### src/design/lpis_pkg.sv
// shared types and constants for the lpddr4 init sequencer
package lpis_pkg;

	localparam int MR_AW = 6;
	localparam int MR_DW = 8;
	localparam int N_BANK = 8;
	localparam int N_MR = 7;

	// mode register numbers held by the device
	localparam logic [5:0] MR1_ADDR = 6'h01;
	localparam logic [5:0] MR2_ADDR = 6'h02;
	localparam logic [5:0] MR3_ADDR = 6'h03;
	localparam logic [5:0] MR11_ADDR = 6'h0B;
	localparam logic [5:0] MR12_ADDR = 6'h0C;
	localparam logic [5:0] MR13_ADDR = 6'h0D;
	localparam logic [5:0] MR14_ADDR = 6'h0E;

	// power-up defaults
	localparam logic [7:0] MR1_RST = 8'h00;
	localparam logic [7:0] MR2_RST = 8'h00;
	localparam logic [7:0] MR3_RST = 8'h00;
	localparam logic [7:0] MR11_RST = 8'h00;
	localparam logic [7:0] MR12_RST = 8'h5D;
	localparam logic [7:0] MR13_RST = 8'h00;
	localparam logic [7:0] MR14_RST = 8'h5D;

	// field positions
	localparam int MR1_NWR_LSB = 4;
	localparam int MR2_WLEV_BIT = 7;
	localparam int MR2_WLS_BIT = 6;
	localparam int MR2_WL_LSB = 3;
	localparam int MR2_RL_LSB = 0;
	localparam int MR3_DBI_LSB = 6;
	localparam int MR11_CAODT_LSB = 4;
	localparam int MR11_DQODT_LSB = 0;
	localparam int VREF_RANGE_BIT = 6;
	localparam int VREF_VAL_LSB = 0;
	localparam int MR13_FSP_LSB = 6;
	localparam int MR13_CBT_BIT = 0;

	localparam logic [5:0] MR_ADDRS [N_MR] = '{MR1_ADDR, MR2_ADDR, MR3_ADDR, MR11_ADDR,
		MR12_ADDR, MR13_ADDR, MR14_ADDR};
	localparam logic [7:0] MR_RSTS [N_MR] = '{MR1_RST, MR2_RST, MR3_RST, MR11_RST,
		MR12_RST, MR13_RST, MR14_RST};
	// software may read these back; the rest are write-only
	localparam logic MR_READABLE [N_MR] = '{1'b0, 1'b0, 1'b0, 1'b0, 1'b1, 1'b0, 1'b1};

	localparam logic [15:0] DQ_ZERO = 16'h0000;
	localparam logic [7:0] BYTE_ZERO = 8'h00;

	typedef enum logic [3:0] {
		CMD_NOP,
		CMD_ACT,
		CMD_PRE,
		CMD_PRE_ALL,
		CMD_REF,
		CMD_SRE,
		CMD_SRX,
		CMD_MPC,
		CMD_MPC_DONE
	} lpis_cmd_e;

	typedef struct packed {
		logic      valid;
		lpis_cmd_e code;
		logic [2:0] bank;
		logic [5:0] ca;
	} lpis_cmd_s;

	typedef enum logic [3:0] {
		ST_RESET,
		ST_IDLE,
		ST_ACTIVE,
		ST_MRW,
		ST_MRR,
		ST_MPC,
		ST_SREF,
		ST_PDN,
		ST_SREF_PDN,
		ST_CBT,
		ST_WLEV
	} lpis_state_e;

	typedef struct packed {
		logic [1:0] freq_set_point_select;
		logic       write_latency_set_bit;
		logic [2:0] wl_code;
		logic [2:0] rl_code;
		logic [2:0] write_recovery_cycles;
		logic [1:0] dbi_en;
		logic [2:0] ca_odt;
		logic [2:0] dq_odt;
		logic       vref_ca_range;
		logic [5:0] vref_ca_value;
		logic       vref_dq_range;
		logic [5:0] vref_dq_value;
	} lpis_cfg_s;

endpackage

### src/design/lpis_mr_reg.sv
// one mode register with its power-up default
`timescale 1ns/1ps
module lpis_mr_reg #(
	parameter logic [5:0] ADDR    = 6'h00,
	parameter logic [7:0] RST_VAL = 8'h00
) (
	input  wire logic       clk_sys,
	input  wire logic       rstn,
	input  wire logic       wr_en,
	input  wire logic [5:0] addr,
	input  wire logic [7:0] wdata,
	output logic      [7:0] value_q
);

	always_ff @(posedge clk_sys or negedge rstn) begin
		if (!rstn) begin
			value_q <= RST_VAL;
		end else if (wr_en && addr == ADDR) begin
			value_q <= wdata;
		end
	end

endmodule

### src/design/lpis_init_sequencer.sv
// device-side state tracking and mode register defaults for lpddr4 bring-up
`timescale 1ns/1ps
module lpis_init_sequencer (
	input  wire logic                  clk_sys,
	input  wire logic                  rstn,
	input  wire logic                  cke,
	input  wire logic                  cs,
	input  wire lpis_pkg::lpis_cmd_s   cmd,
	input  wire logic [5:0]            reg_addr,
	input  wire logic [7:0]            reg_wdata,
	input  wire logic                  reg_wr,
	input  wire logic                  reg_rd,
	output logic      [7:0]            reg_rdata,
	output lpis_pkg::lpis_state_e      state,
	output logic      [7:0]            banks_open,
	output logic      [15:0]           dq_out,
	output logic                       dq_oe,
	output lpis_pkg::lpis_cfg_s        cfg
);

	lpis_pkg::lpis_state_e state_q;
	lpis_pkg::lpis_state_e state_d;
	lpis_pkg::lpis_state_e ret_q;
	logic [7:0]            banks_q;
	logic [7:0]            banks_d;
	logic                  cke_q;
	logic [7:0]            rdata_q;
	logic [15:0]           dq_q;
	logic                  dq_oe_q;
	logic                  mr_wr_ok;
	logic                  mr_rd_ok;
	logic [7:0]            mr_val [lpis_pkg::N_MR];
	logic [7:0]            mr2_new;
	logic [7:0]            mr13_new;

	// mode access is refused while in reset or any power-down
	always_comb begin
		mr_wr_ok = 1'b0;
		mr_rd_ok = 1'b0;
		case (state_q)
			lpis_pkg::ST_IDLE, lpis_pkg::ST_ACTIVE, lpis_pkg::ST_SREF,
			lpis_pkg::ST_CBT, lpis_pkg::ST_WLEV: begin
				mr_wr_ok = reg_wr;
				mr_rd_ok = reg_rd;
			end
			default: begin
				mr_wr_ok = 1'b0;
				mr_rd_ok = 1'b0;
			end
		endcase
	end

	for (genvar i = 0; i < lpis_pkg::N_MR; i++) begin : g_mr
		lpis_mr_reg #(
			.ADDR    (lpis_pkg::MR_ADDRS[i]),
			.RST_VAL (lpis_pkg::MR_RSTS[i])
		) u_mr (
			.clk_sys (clk_sys),
			.rstn    (rstn),
			.wr_en   (mr_wr_ok),
			.addr    (reg_addr),
			.wdata   (reg_wdata),
			.value_q (mr_val[i])
		);
	end

	assign mr2_new = reg_wdata;
	assign mr13_new = reg_wdata;

	always_ff @(posedge clk_sys or negedge rstn) begin
		if (!rstn) begin
			cke_q <= 1'b0;
		end else begin
			cke_q <= cke;
		end
	end

	always_comb begin
		banks_d = banks_q;
		if (cmd.valid) begin
			case (cmd.code)
				lpis_pkg::CMD_ACT: begin
					if (state_q == lpis_pkg::ST_IDLE || state_q == lpis_pkg::ST_ACTIVE) begin
						banks_d[cmd.bank] = 1'b1;
					end
				end
				lpis_pkg::CMD_PRE: banks_d[cmd.bank] = 1'b0;
				lpis_pkg::CMD_PRE_ALL: banks_d = lpis_pkg::BYTE_ZERO;
				default: banks_d = banks_q;
			endcase
		end
		if (state_q == lpis_pkg::ST_RESET) begin
			banks_d = lpis_pkg::BYTE_ZERO;
		end
	end

	always_ff @(posedge clk_sys or negedge rstn) begin
		if (!rstn) begin
			banks_q <= lpis_pkg::BYTE_ZERO;
		end else begin
			banks_q <= banks_d;
		end
	end

	always_comb begin
		state_d = state_q;
		case (state_q)
			lpis_pkg::ST_RESET: begin
				// first clock enable rise must come with cs low
				if (cke && !cke_q && !cs) begin
					state_d = lpis_pkg::ST_IDLE;
				end
			end
			lpis_pkg::ST_IDLE, lpis_pkg::ST_ACTIVE: begin
				if (mr_wr_ok) begin
					state_d = lpis_pkg::ST_MRW;
				end else if (mr_rd_ok) begin
					state_d = lpis_pkg::ST_MRR;
				end else if (!cke) begin
					state_d = lpis_pkg::ST_PDN;
				end else if (cmd.valid && cmd.code == lpis_pkg::CMD_SRE
					&& state_q == lpis_pkg::ST_IDLE && banks_q == lpis_pkg::BYTE_ZERO) begin
					state_d = lpis_pkg::ST_SREF;
				end else if (cmd.valid && cmd.code == lpis_pkg::CMD_MPC
					&& state_q == lpis_pkg::ST_IDLE) begin
					state_d = lpis_pkg::ST_MPC;
				end else if (banks_d != lpis_pkg::BYTE_ZERO) begin
					state_d = lpis_pkg::ST_ACTIVE;
				end else begin
					state_d = lpis_pkg::ST_IDLE;
				end
			end
			lpis_pkg::ST_MRW: begin
				// training entry stays put rather than returning
				if (ret_q != lpis_pkg::ST_SREF && mr_val[5][lpis_pkg::MR13_CBT_BIT]) begin
					state_d = lpis_pkg::ST_CBT;
				end else if (ret_q != lpis_pkg::ST_SREF
					&& mr_val[1][lpis_pkg::MR2_WLEV_BIT]) begin
					state_d = lpis_pkg::ST_WLEV;
				end else begin
					state_d = ret_q;
				end
			end
			lpis_pkg::ST_MRR: state_d = ret_q;
			lpis_pkg::ST_MPC: begin
				if (cmd.valid && cmd.code == lpis_pkg::CMD_MPC_DONE) begin
					state_d = ret_q;
				end
			end
			lpis_pkg::ST_SREF: begin
				if (mr_wr_ok) begin
					state_d = lpis_pkg::ST_MRW;
				end else if (mr_rd_ok) begin
					state_d = lpis_pkg::ST_MRR;
				end else if (cmd.valid && cmd.code == lpis_pkg::CMD_MPC) begin
					state_d = lpis_pkg::ST_MPC;
				end else if (!cke) begin
					state_d = lpis_pkg::ST_SREF_PDN;
				end else if (cmd.valid && cmd.code == lpis_pkg::CMD_SRX) begin
					state_d = lpis_pkg::ST_IDLE;
				end
			end
			lpis_pkg::ST_PDN: begin
				if (cke) begin
					state_d = (banks_q != lpis_pkg::BYTE_ZERO) ? lpis_pkg::ST_ACTIVE
						: lpis_pkg::ST_IDLE;
				end
			end
			lpis_pkg::ST_SREF_PDN: begin
				if (cke) begin
					state_d = lpis_pkg::ST_SREF;
				end
			end
			lpis_pkg::ST_CBT: begin
				// only an explicit write clearing the training bit leaves
				// training may start with banks open, so idle is not assumed
				if (mr_wr_ok && reg_addr == lpis_pkg::MR13_ADDR
					&& !mr13_new[lpis_pkg::MR13_CBT_BIT]) begin
					state_d = (banks_d != lpis_pkg::BYTE_ZERO) ? lpis_pkg::ST_ACTIVE
						: lpis_pkg::ST_IDLE;
				end
			end
			lpis_pkg::ST_WLEV: begin
				if (mr_wr_ok && reg_addr == lpis_pkg::MR2_ADDR
					&& !mr2_new[lpis_pkg::MR2_WLEV_BIT]) begin
					state_d = (banks_d != lpis_pkg::BYTE_ZERO) ? lpis_pkg::ST_ACTIVE
						: lpis_pkg::ST_IDLE;
				end
			end
			default: state_d = lpis_pkg::ST_RESET;
		endcase
	end

	always_ff @(posedge clk_sys or negedge rstn) begin
		if (!rstn) begin
			state_q <= lpis_pkg::ST_RESET;
		end else begin
			state_q <= state_d;
		end
	end

	// origin of an auto-return state, captured on entry
	always_ff @(posedge clk_sys or negedge rstn) begin
		if (!rstn) begin
			ret_q <= lpis_pkg::ST_IDLE;
		end else if ((state_d == lpis_pkg::ST_MRW || state_d == lpis_pkg::ST_MRR
			|| state_d == lpis_pkg::ST_MPC) && state_d != state_q) begin
			ret_q <= (banks_d != lpis_pkg::BYTE_ZERO && state_q != lpis_pkg::ST_SREF)
				? lpis_pkg::ST_ACTIVE : state_q;
		end
	end

	// read data valid only the cycle after the read strobe
	always_ff @(posedge clk_sys or negedge rstn) begin
		if (!rstn) begin
			rdata_q <= lpis_pkg::BYTE_ZERO;
		end else begin
			rdata_q <= lpis_pkg::BYTE_ZERO;
			if (mr_rd_ok) begin
				for (int i = 0; i < lpis_pkg::N_MR; i++) begin
					if (reg_addr == lpis_pkg::MR_ADDRS[i] && lpis_pkg::MR_READABLE[i]) begin
						rdata_q <= mr_val[i];
					end
				end
			end
		end
	end

	// registered echo stands in for the asynchronous return path
	always_ff @(posedge clk_sys or negedge rstn) begin
		if (!rstn) begin
			dq_q    <= lpis_pkg::DQ_ZERO;
			dq_oe_q <= 1'b0;
		end else if (state_q == lpis_pkg::ST_CBT && cs) begin
			dq_q    <= {10'h000, cmd.ca};
			dq_oe_q <= 1'b1;
		end else if (state_q != lpis_pkg::ST_CBT) begin
			dq_q    <= lpis_pkg::DQ_ZERO;
			dq_oe_q <= 1'b0;
		end
	end

	assign reg_rdata = rdata_q;
	assign state = state_q;
	assign banks_open = banks_q;
	assign dq_out = dq_q;
	assign dq_oe = dq_oe_q;

	// defaults come from the mode register reset values
	always_comb begin
		cfg.freq_set_point_select = mr_val[5][lpis_pkg::MR13_FSP_LSB +: 2];
		cfg.write_latency_set_bit = mr_val[1][lpis_pkg::MR2_WLS_BIT];
		cfg.wl_code = mr_val[1][lpis_pkg::MR2_WL_LSB +: 3];
		cfg.rl_code = mr_val[1][lpis_pkg::MR2_RL_LSB +: 3];
		cfg.write_recovery_cycles = mr_val[0][lpis_pkg::MR1_NWR_LSB +: 3];
		cfg.dbi_en = mr_val[2][lpis_pkg::MR3_DBI_LSB +: 2];
		cfg.ca_odt = mr_val[3][lpis_pkg::MR11_CAODT_LSB +: 3];
		cfg.dq_odt = mr_val[3][lpis_pkg::MR11_DQODT_LSB +: 3];
		cfg.vref_ca_range = mr_val[4][lpis_pkg::VREF_RANGE_BIT];
		cfg.vref_ca_value = mr_val[4][lpis_pkg::VREF_VAL_LSB +: 6];
		cfg.vref_dq_range = mr_val[6][lpis_pkg::VREF_RANGE_BIT];
		cfg.vref_dq_value = mr_val[6][lpis_pkg::VREF_VAL_LSB +: 6];
	end

endmodule

### config.mk
export PLATFORM = sky130hd
export DESIGN_NAME = lpis_init_sequencer
export DESIGN_NICKNAME = d
export VERILOG_FILES = /design/src/design/lpis_pkg.sv /design/src/design/lpis_mr_reg.sv /design/src/design/lpis_init_sequencer.sv
export SDC_FILE = /design/constraint.sdc
export NUM_CORES = 1
export LEC_CHECK = 0
export BUFFER_PORTS_ARGS = -buffer_cell sky130_fd_sc_hd__clkbuf_2
export CAP_MARGIN = 40
export CORE_ASPECT_RATIO = 0.9
export CORE_MARGIN = 5
export CORE_UTILIZATION = 45
export CTS_CLUSTER_SIZE = 12
export DETAILED_ROUTE_END_ITERATION = 8
export GPL_TIMING_DRIVEN = 1
export PLACE_DENSITY = 0.7
export SYNTH_ARGS = -nofsm -noshare
export SYNTH_HDL_FRONTEND = slang
export SYNTH_SLANG_ARGS = --single-unit
### constraint.sdc
create_clock -name clk_sys -period 3.9 [get_ports clk_sys]
set_input_delay 0.78 -clock clk_sys [delete_from_list [all_inputs] [get_ports clk_sys]]
set_output_delay 0.78 -clock clk_sys [all_outputs]
set_load 0.02 [all_outputs]
Word-level counts from Yosys, hierarchy flattened
Index checks and enable logic that the tools add are counted.
Widths: inputs -> output; s select.

word-level totals
  register bits = 96
  input bits = 34
  output and inout port bits = 71
  logic and storage cells = 125

operators by class
  $lt $le $gt $ge = 2
  equal/unequal tests = 31
  multiplexer cells = 37
  bitwise gates (word level) = 3
  reduce and logical (&&, ||, !) cells = 38

operator list
  operator            count
  $mux 4              14
  $mux 8              6
  $pmux 4 s10         1
  $eq 4x3->1 const B  9
  $mux 16             2
  $eq 6x4->1 const B  4
  $logic_and 1x1->1   24
  $pmux 8 s3          1
  $eq 4x2->1 const B  5
  $eq 4x4->1 const B  4
  $reduce_bool 8->1   2
  $mux 3              5
  $eq 6x2->1 const B  2
  $and 8x8->8         1
  $eq 4x1->1 const B  2
  $logic_not 8->1     1
  $ne 4x3->1 const B  2
  $not 8->8           1
  $or 8x8->8          1
  $eq 6x1->1 const B  1
  $mux 1              5
  $reduce_or 5->1     1
  $logic_not 1->1     4
  $logic_not 4->1     1
  other kinds (9)     12

Longest topological paths before layout
Gate-level depths: netlist of the first run.

  word-level depth = 21
  gate-level depth with buffers = 12
  depth with buffers taken out = 10

Hierarchy
From an unflattened synthesis of the first run, not the netlist that was laid out.

second synthesis, totals
  cells, all modules = 398
  area total of the unflattened synthesis = 4699.5 sq um

by module, submodules not included
  module                           instances  cells each  area each (sq um)  seq. area each (sq um)
  lpis_init_sequencer              1          267         2356.0             802.0
  lpis_mr_reg at g_mr[0].u_mr ...  2          19          332.8              200.2
  lpis_mr_reg at g_mr[4].u_mr      1          19          354.1              206.4
  lpis_mr_reg at g_mr[6].u_mr      1          18          344.1              206.4
  lpis_mr_reg at g_mr[5].u_mr      1          18          337.8              200.2
  lpis_mr_reg at g_mr[3].u_mr      1          19          321.6              200.2
  lpis_mr_reg at g_mr[2].u_mr      1          19          320.3              200.2

Worst setup path after synthesis of the first run
No wires, ideal clock.

  path type = in2reg
  start = input port cmd[12] (netlist name)
  end = register ret_q[1]
  setup time = 0.125 ns
  data arrival time = 3.551 ns
  data required time = 3.775 ns
  path slack = 0.224 ns
  stages on the path = 9
  buffers on the path = 0
  path through = or3b_1 > or4_4 > a2111oi_1 > nor4_1 > a32oi_1 > nor2_1 > o311a_1 > a32o_2 > mux2_4

on the way
  cells in the longest elaborated chain, start to end = 16
  elaborated cells between the ends (all ways) = 42
  classes of those cells = eq/ne (11); mux (19); reduce/logical (12)

RTL lines
  what                                             RTL line                                                                            source
  from (decl)                                      lpis_init_sequencer.sv:8                                                            input wire lpis_pkg::lpis_cmd_s cmd,
  $eq 4x2->1 / $eq 4x1->1 (equally long branches)  lpis_init_sequencer.sv:81                                                           case (cmd.code)
  $pmux 8 s3 (*)                                   lpis_init_sequencer.sv:81
  $mux 8 (*)                                       lpis_init_sequencer.sv:80                                                           if (cmd.valid) begin
  $mux 8 (*)                                       lpis_init_sequencer.sv:92                                                           if (state_q == lpis_pkg::ST_RESET) begin
  via banks_d[1]                                   lpis_init_sequencer.sv:25                                                           logic [7:0] banks_d;
  $reduce_bool 8->1 (*)                            -
  $mux 2                                           lpis_init_sequencer.sv:127, lpis_init_sequencer.sv:179, lpis_init_sequencer.sv:186
  $mux 3                                           lpis_init_sequencer.sv:124                                                          end else if (cmd.valid && cmd.code == lpis_pkg::CMD_MPC
  $mux 3                                           lpis_init_sequencer.sv:121                                                          end else if (cmd.valid && cmd.code == lpis_pkg::CMD_SRE
  $mux 3                                           lpis_init_sequencer.sv:119                                                          end else if (!cke) begin
  $mux 3                                           lpis_init_sequencer.sv:117                                                          end else if (mr_rd_ok) begin
  $mux 3                                           lpis_init_sequencer.sv:115                                                          if (mr_wr_ok) begin
  $pmux 4 s10                                      lpis_init_sequencer.sv:107                                                          case (state_q)
  $eq 4x2->1 / $eq 4x3->1 (equally long branches)  lpis_init_sequencer.sv:206                                                          end else if ((state_d == lpis_pkg::ST_MRW || state_d == lpis_pkg::ST_MRR
  $logic_or 1x1->1                                 lpis_init_sequencer.sv:206
  $logic_or 1x1->1                                 lpis_init_sequencer.sv:207                                                          || state_d == lpis_pkg::ST_MPC) && state_d != state_q) begin
  $logic_and 1x1->1                                lpis_init_sequencer.sv:207
  to (signal assigned)                             lpis_init_sequencer.sv:205                                                          ret_q <= lpis_pkg::ST_IDLE;
  to (signal assigned)                             lpis_init_sequencer.sv:208                                                          ret_q <= (banks_d != lpis_pkg::BYTE_ZERO && state_q != lpis_pkg::ST_SREF)
  to (decl)                                        lpis_init_sequencer.sv:23                                                           lpis_pkg::lpis_state_e ret_q;

The timed path passes the listed nets; every way through them passes the cells marked *.
A chain may end at the register's enable or synchronous reset.

Worst setup path in the final report of the first run
  start = input port cmd[12] (netlist name)
  end = register ret_q[2]

Same word-level chain as after synthesis.

==> results of run 1 <==
layout by cell type (no fill, tap or decap), types with 3 or more instances in the layout:
cell and instances:
nand3_1 9, a21o_1 5, dfstp_2 11, clkbuf_2 93, a32oi_1 3, o21ai_0 13
mux2i_1 6, nand2_1 19, nor4_1 6, mux2_2 35, nor2b_1 10, o21a_1 4
bufinv_16 3, or3_1 5, conb_1 10, a2111oi_1 4, nor4bb_1 3, nor2_1 36
dfrtp_1 59, nand2b_1 3, and3b_1 3, nor3b_1 4, o211ai_1 3, a31oi_1 6
o31a_1 3, o2111a_1 3, nor3_1 3, a22oi_1 9, mux2_4 3, buf_4 20
inv_1 15, a21oi_1 10, clkbuf_8 9
power breakdown:
part           total (mW)  leakage, nW  internal, mW  switching (mW)
Clock               0.711        0.120         0.427           0.284
Combinational        1.02         1.29         0.433           0.585
Sequential          0.960        0.924         0.855           0.105
Total                2.69         2.33          1.71           0.975
per-stage QoR:
stage | cell area (um2) | cells | hold slack [ns] | setup TNS, ns | total power [mW]
6_report | 4761 | 603 | 0.4411 | 0 | 2.689
2_1_floorplan | 4054 | 404 | 0.4502 | 0 | 1.693
5_1_grt | 4761 | 603 | 0.4753 | 0 | 2.844
3_3_place_gp | 4517 | 587 | 0.4632 | 0 | 1.970
4_1_cts | 4761 | 603 | 0.4497 | 0 | 2.699
3_5_place_dp | 4517 | 587 | 0.4714 | -0.1130 | 1.976
metal layers:
layer / part of all wire, % / vias up / global-route usage [%]
li1: - / 1576 / -
met1: 46 / 1647 / 30.04
met2: 46 / 129 / 30.97
met3: 7.7 / 11 / 5.711
met4: 0.99 / 0 / 4.698
met5: 0 / - / 0
cells by family after synthesis:
kind of cell,synth area share (%)
and+or+nand+nor,17.46
AOI/OAI and AO/OA,16.22
DFF,43.92
buffers and inverters,9.275
muxes,12.42
xor gates and xnor gates,0.6226
other,0.09328
sequential cells by signal, indices dropped and copies added (netlist names):
name and cells:
g_mr.u_mr.value_q 38, banks_open 8, reg_rdata 8, dq_out 6
ret_q 4, state 4, cke_q 1, dq_oe 1
cell type report:
type	instances	area share, %
multi-input cells	268	40.37
flip-flops and latches	70	37.08
repair buffers	114	13.04
well taps	119	3.127
clock buffers	9	2.602
clock inverters	7	2.523
inverters	16	1.261
path summary, 6_finish.rpt:
path	slack [ns]	endpoint	start	depth (start not counted)
max in group asynchronous	2.48	g_mr[6].u_mr.value_q[4]$_DFFE_PN1P_	rstn	2
worst min register to register	0.49	g_mr[4].u_mr.value_q[7]$_DFFE_PN0P_	g_mr[4].u_mr.value_q[7]$_DFFE_PN0P_	2
worst min-delay path	0.44	banks_open[6]$_DFF_PN0_	rstn	1
worst max-delay path	0.30	ret_q[2]$_DFFE_PN0P_	cmd[12]	10
worst max register to register	0.42	ret_q[2]$_DFFE_PN0P_	state[3]$_DFF_PN0_	10
min in group clk_sys	0.49	g_mr[4].u_mr.value_q[7]$_DFFE_PN0P_	g_mr[4].u_mr.value_q[7]$_DFFE_PN0P_	2
==> flow_summary.yaml, run 1 <==
status:
  status: "finished clean"
flow_run:
  drv_cap: 0
logic_synthesis:
  ys_seq_area_share_pct: 43.92
  synth.area.top_cells: "dfrtp_1, mux2_2, dfstp_2, buf_4, nor2_1"
  yosysUniqueCellTypes: 72
  yosys_warnings: 0
  synth.most_common_cell: "dfrtp_1"
  ys.flop_type: "dfrtp_1"
  synthArstFlopShare_pct: 100.0
  synthCells: 395
  ys_seq_elements: 70
  yosysTopAreaCell: "dfrtp_1"
  syn_area_mm2: 0.004020
  synthTopCellsByCount: "dfrtp_1, nor2_1, mux2_2, buf_4, nand2_1"
  yosys.area.top_type_share_pct: 36.73
  synth_edf_count: 0
  post_synth.cell_area_avg_um2: 10.18
sta:
  layout_setup_ws_ns: 0.2999
  rsz0062_at_grt: "false"
  max_clock_freq_mhz: 277.8
  min_period_over_period_pct: 92.31
  finalSetupViolations: 0
  worst_pin_slew_ns: 0.8362
  skew_ns: 0.01103
  finalCriticalPeriod_ns: 3.600
  finalMaxSlewViolations: 0
  hold_viol: 0
  slew_headroom_pct: 44.14
setup_path:
  cp_top_family: "compound AO/OA/AOI/OAI gates"
  worstSetupPathType: "in2reg"
  cp_data_arrival_time_ns: 3.84
  cpPeakStageDelay_ns: 0.58
  path_buf_inv: 1
  critPathMaxFanout: 4
  cp-start-kind: "primary input"
  crit_required_ns: 4.14
  crit_chain: "clkbuf_2 > or3b_1 > or4_4 > a2111oi_1 > nor4_1 > a32oi_1 > nor2_1 > o311a_1 > a32o_2 > mux2_4"
  crit_slowest_cell: "or4_4"
  cp-end-kind: "flop"
finish:
  n_antenna_cell: 0
  synthToLayoutAreaGrowth_pct: 18.43
  seqCellArea_mm2: 0.001765
  multiInputGateArea_mm2: 0.001922
  drive_gt1_share_pct: 40.08
  layout.nets: 513
  fillers: 815
  fin_util_pct: 55.05
cts:
  cts_repair_resize_count: 0
  cts_tree: "done"
  cts_buffers: 9
  clk_latency_ns: 0.36
  cts_buffer_depth: 2
  h-tree-depth: 3
  cts-root-buf: "clkbuf_8"
  post-cts-setup-buffers: 0
  clkSlewWorstSetupHoldPaths_ns: 0.08
  cts_hold_buffers: 0
  clock-sinks: 70
routing:
  viasPerCell: 5.577
  wl_per_cell_um: 17.85
  vias: 3363
  drc: 0
  drtPass1Iterations: 5
  totalWireLength_mm: 10.76
  postRouteAntennaNets: 0
  drtIter0Drc: 254
power_and_ir_drop:
  p_leak_nw: 2.334
  power.density_mw_per_mm2: 564.8
  irDropWorstVdd_uv: 358.4
grt:
  grt_pass1_wl_mm: 17.71
  gr-total-overflow: 0
  antenna_found_initial: 0
  grt.total_usage_pct: 20.75
  grt_pass1_vias: 3392
  grt_max_degree: 42
die:
  core_mm2: 0.008648
  ios: 105
  row_count: 32
  die_w_um: 109.6
  die_y_um: 99.67
  start_util_pct: 46.48
  die-area_mm2: 0.01093
placed_design:
  globalplace.congestion: 0.9789
  io_buffers: 94
  dpl.hpwl_mm: 8.168
  pre_cts_slack_ns: -0.05288
worst_hold_path:
  hold_path.class: "in2async"
No activity file was read; power rests on OpenSTA's default activity.
==> run 2: changes to the inputs <==
PLACE_DENSITY = 0.68   (was 0.7)
SYNTH_HIERARCHICAL = 1   (was not set)
==> run 2 against run 1 <==
Compared with the run above:
- setup slack improved by 0.20 ns
- critical path depth is the same
- clock-buffer cell count unchanged
- first-iteration DRC count decreased by 37%
- synthesized area up 0.65%
- sequential power rose by 1%
- largest power group unchanged
==> flow_summary.yaml, run 2 <==
status:
  status: "finished clean"
die:
  start_util_pct: 46.57
  die_y_um: 99.96
  row_count: 32
  die_w_um: 110.0
  die-area_mm2: 0.01099
  core_mm2: 0.008688
  ios: 105
finish:
  mostFrequentLayoutCells: "clkbuf_2, dfrtp_1, mux2_2"
  synthToLayoutAreaGrowth_pct: 18.89
  fillers: 779
  multiInputGateArea_mm2: 0.002125
  seqCellArea_mm2: 0.001765
  n_antenna_cell: 0
  largest_reg_flops: 38
  drive_gt1_share_pct: 43.04
  layout.nets: 496
  final_common_cell: "clkbuf_2"
  design_area_mm2: 0.004811
  top_register: "g_mr.u_mr/value_q"
logic_synthesis:
  post_synth.cell_area_avg_um2: 11.18
  yosys_warnings: 6
  syn_area_mm2: 0.004046
  synthCells: 362
flow_run:
  drv_cap: 0
setup_path:
  worstSetupPathType: "reg2reg"
  cp-end-kind: "flop"
  r2r_slack_ns: 0.50
  cp_data_arrival_time_ns: 3.63
  crit_required_ns: 4.13
  cp-start-kind: "flop"
  critPathMaxFanout: 9
cts:
  post-cts-setup-buffers: 0
  cts-root-buf: "clkbuf_8"
  clkSlewWorstSetupHoldPaths_ns: 0.09
  cts_hold_buffers: 0
  cts_buffer_depth: 2
  clock-sinks: 70
  h-tree-depth: 3
  clk_latency_ns: 0.34
  cts_tree: "done"
  cts_buffers: 9
  cts_repair_resize_count: 0
routing:
  vias: 3283
  drc: 0
  drtPass1Iterations: 5
  wl_per_cell_um: 17.35
  postRouteAntennaNets: 0
  drtIter0Drc: 161
  viasPerCell: 5.602
  totalWireLength_mm: 10.17
grt:
  antenna_found_initial: 0
  grt.total_usage_pct: 18.61
  grt_max_degree: 34
  grt_pass1_vias: 3120
  grt_pass1_wl_mm: 16.06
  gr-total-overflow: 0
sta:
  finalCriticalPeriod_ns: 3.401
  hold_viol: 0
  min_period_over_period_pct: 87.22
  fin_tns_setup_ns: 0
  slew_headroom_pct: 42.50
  layout_setup_ws_ns: 0.4985
  finalMaxSlewViolations: 0
  worst_pin_slew_ns: 0.8517
  finalSetupViolations: 0
  skew_ns: 0.01414
  rsz0062_at_grt: "false"
  max_clock_freq_mhz: 294.0
power_and_ir_drop:
  power.density_mw_per_mm2: 531.6
  irDropWorstVdd_uv: 269.6
  p_leak_nw: 2.398
placed_design:
  globalplace.congestion: 0.9315
  dpl_cell_area_mm2: 0.004622
  io_buffers: 94
  pre_cts_slack_ns: 0.2211
  dpl.hpwl_mm: 7.915
worst_hold_path:
  hold_path.class: "reg2reg"
-- run 2: report_power, final --
| part | switching, mW | internal [mW] |
|---|---|---|
| Clock | 0.301 | 0.246 |
| Sequential | 0.118 | 0.853 |
| Combinational | 0.616 | 0.424 |
-- run 2: per-stage QoR --
stage | instances | power, mW | hold WS, ns | utilization, %
final | 586 | 2.557 | 0.4983 | 55.37
after global placement | 570 | 2.002 | 0.4829 | 53.20
after CTS | 586 | 2.567 | 0.5063 | 55.37
after detailed placement | 570 | 2.014 | 0.4874 | 53.20
after floorplan | 371 | 1.689 | 0.4631 | -
after global routing | 586 | 2.704 | 0.5382 | 55.37
-- run 2: worst paths after layout --
| kind | from | depth (start not counted) | end |
|---|---|---|---|
| hold / removal | dq_oe$_DFFE_PN0P_ | 2 | dq_oe$_DFFE_PN0P_ |
| min in group asynchronous | rstn | 1 | ret_q[1]$_DFFE_PN0P_ |
| max in group asynchronous | rstn | 2 | g_mr[6].u_mr/value_q[2]$_DFFE_PN1P_ |
| setup reg to reg | state[0]$_DFF_PN0_ | 10 | ret_q[1]$_DFFE_PN0P_ |
| setup / recovery | state[0]$_DFF_PN0_ | 10 | ret_q[1]$_DFFE_PN0P_ |
| hold reg to reg | dq_oe$_DFFE_PN0P_ | 2 | dq_oe$_DFFE_PN0P_ |
-- run 2: final cells by class --
class,count,area share (%)
multi-input combinational,267,44.16
sequential,70,36.70
timing repair buffer,104,11.34
tap,119,3.095
clock buffer,9,2.575
clock inverter,7,1.352
inverter,10,0.7802
-- run 2: per-layer routing --
metal	global-route usage (%)	vias up	wire length, um
met5	0	-	0
met4	5.944	0	205
met2	28.36	143	4756
met1	26.24	1592	4539
met3	4.180	22	665
li1	-	1526	-
-- run 2: critical path, stage by stage (launching register included) --
cell and delay, ns:
dfrtp_1 0.53, nor2b_2 0.27, o2111a_1 0.37, a222oi_1 0.41, nand4_1 0.20, a221oi_4 0.41
a211oi_2 0.18, nor4_1 0.21, a31oi_1 0.08, a21oi_2 0.27, mux2_1 0.35
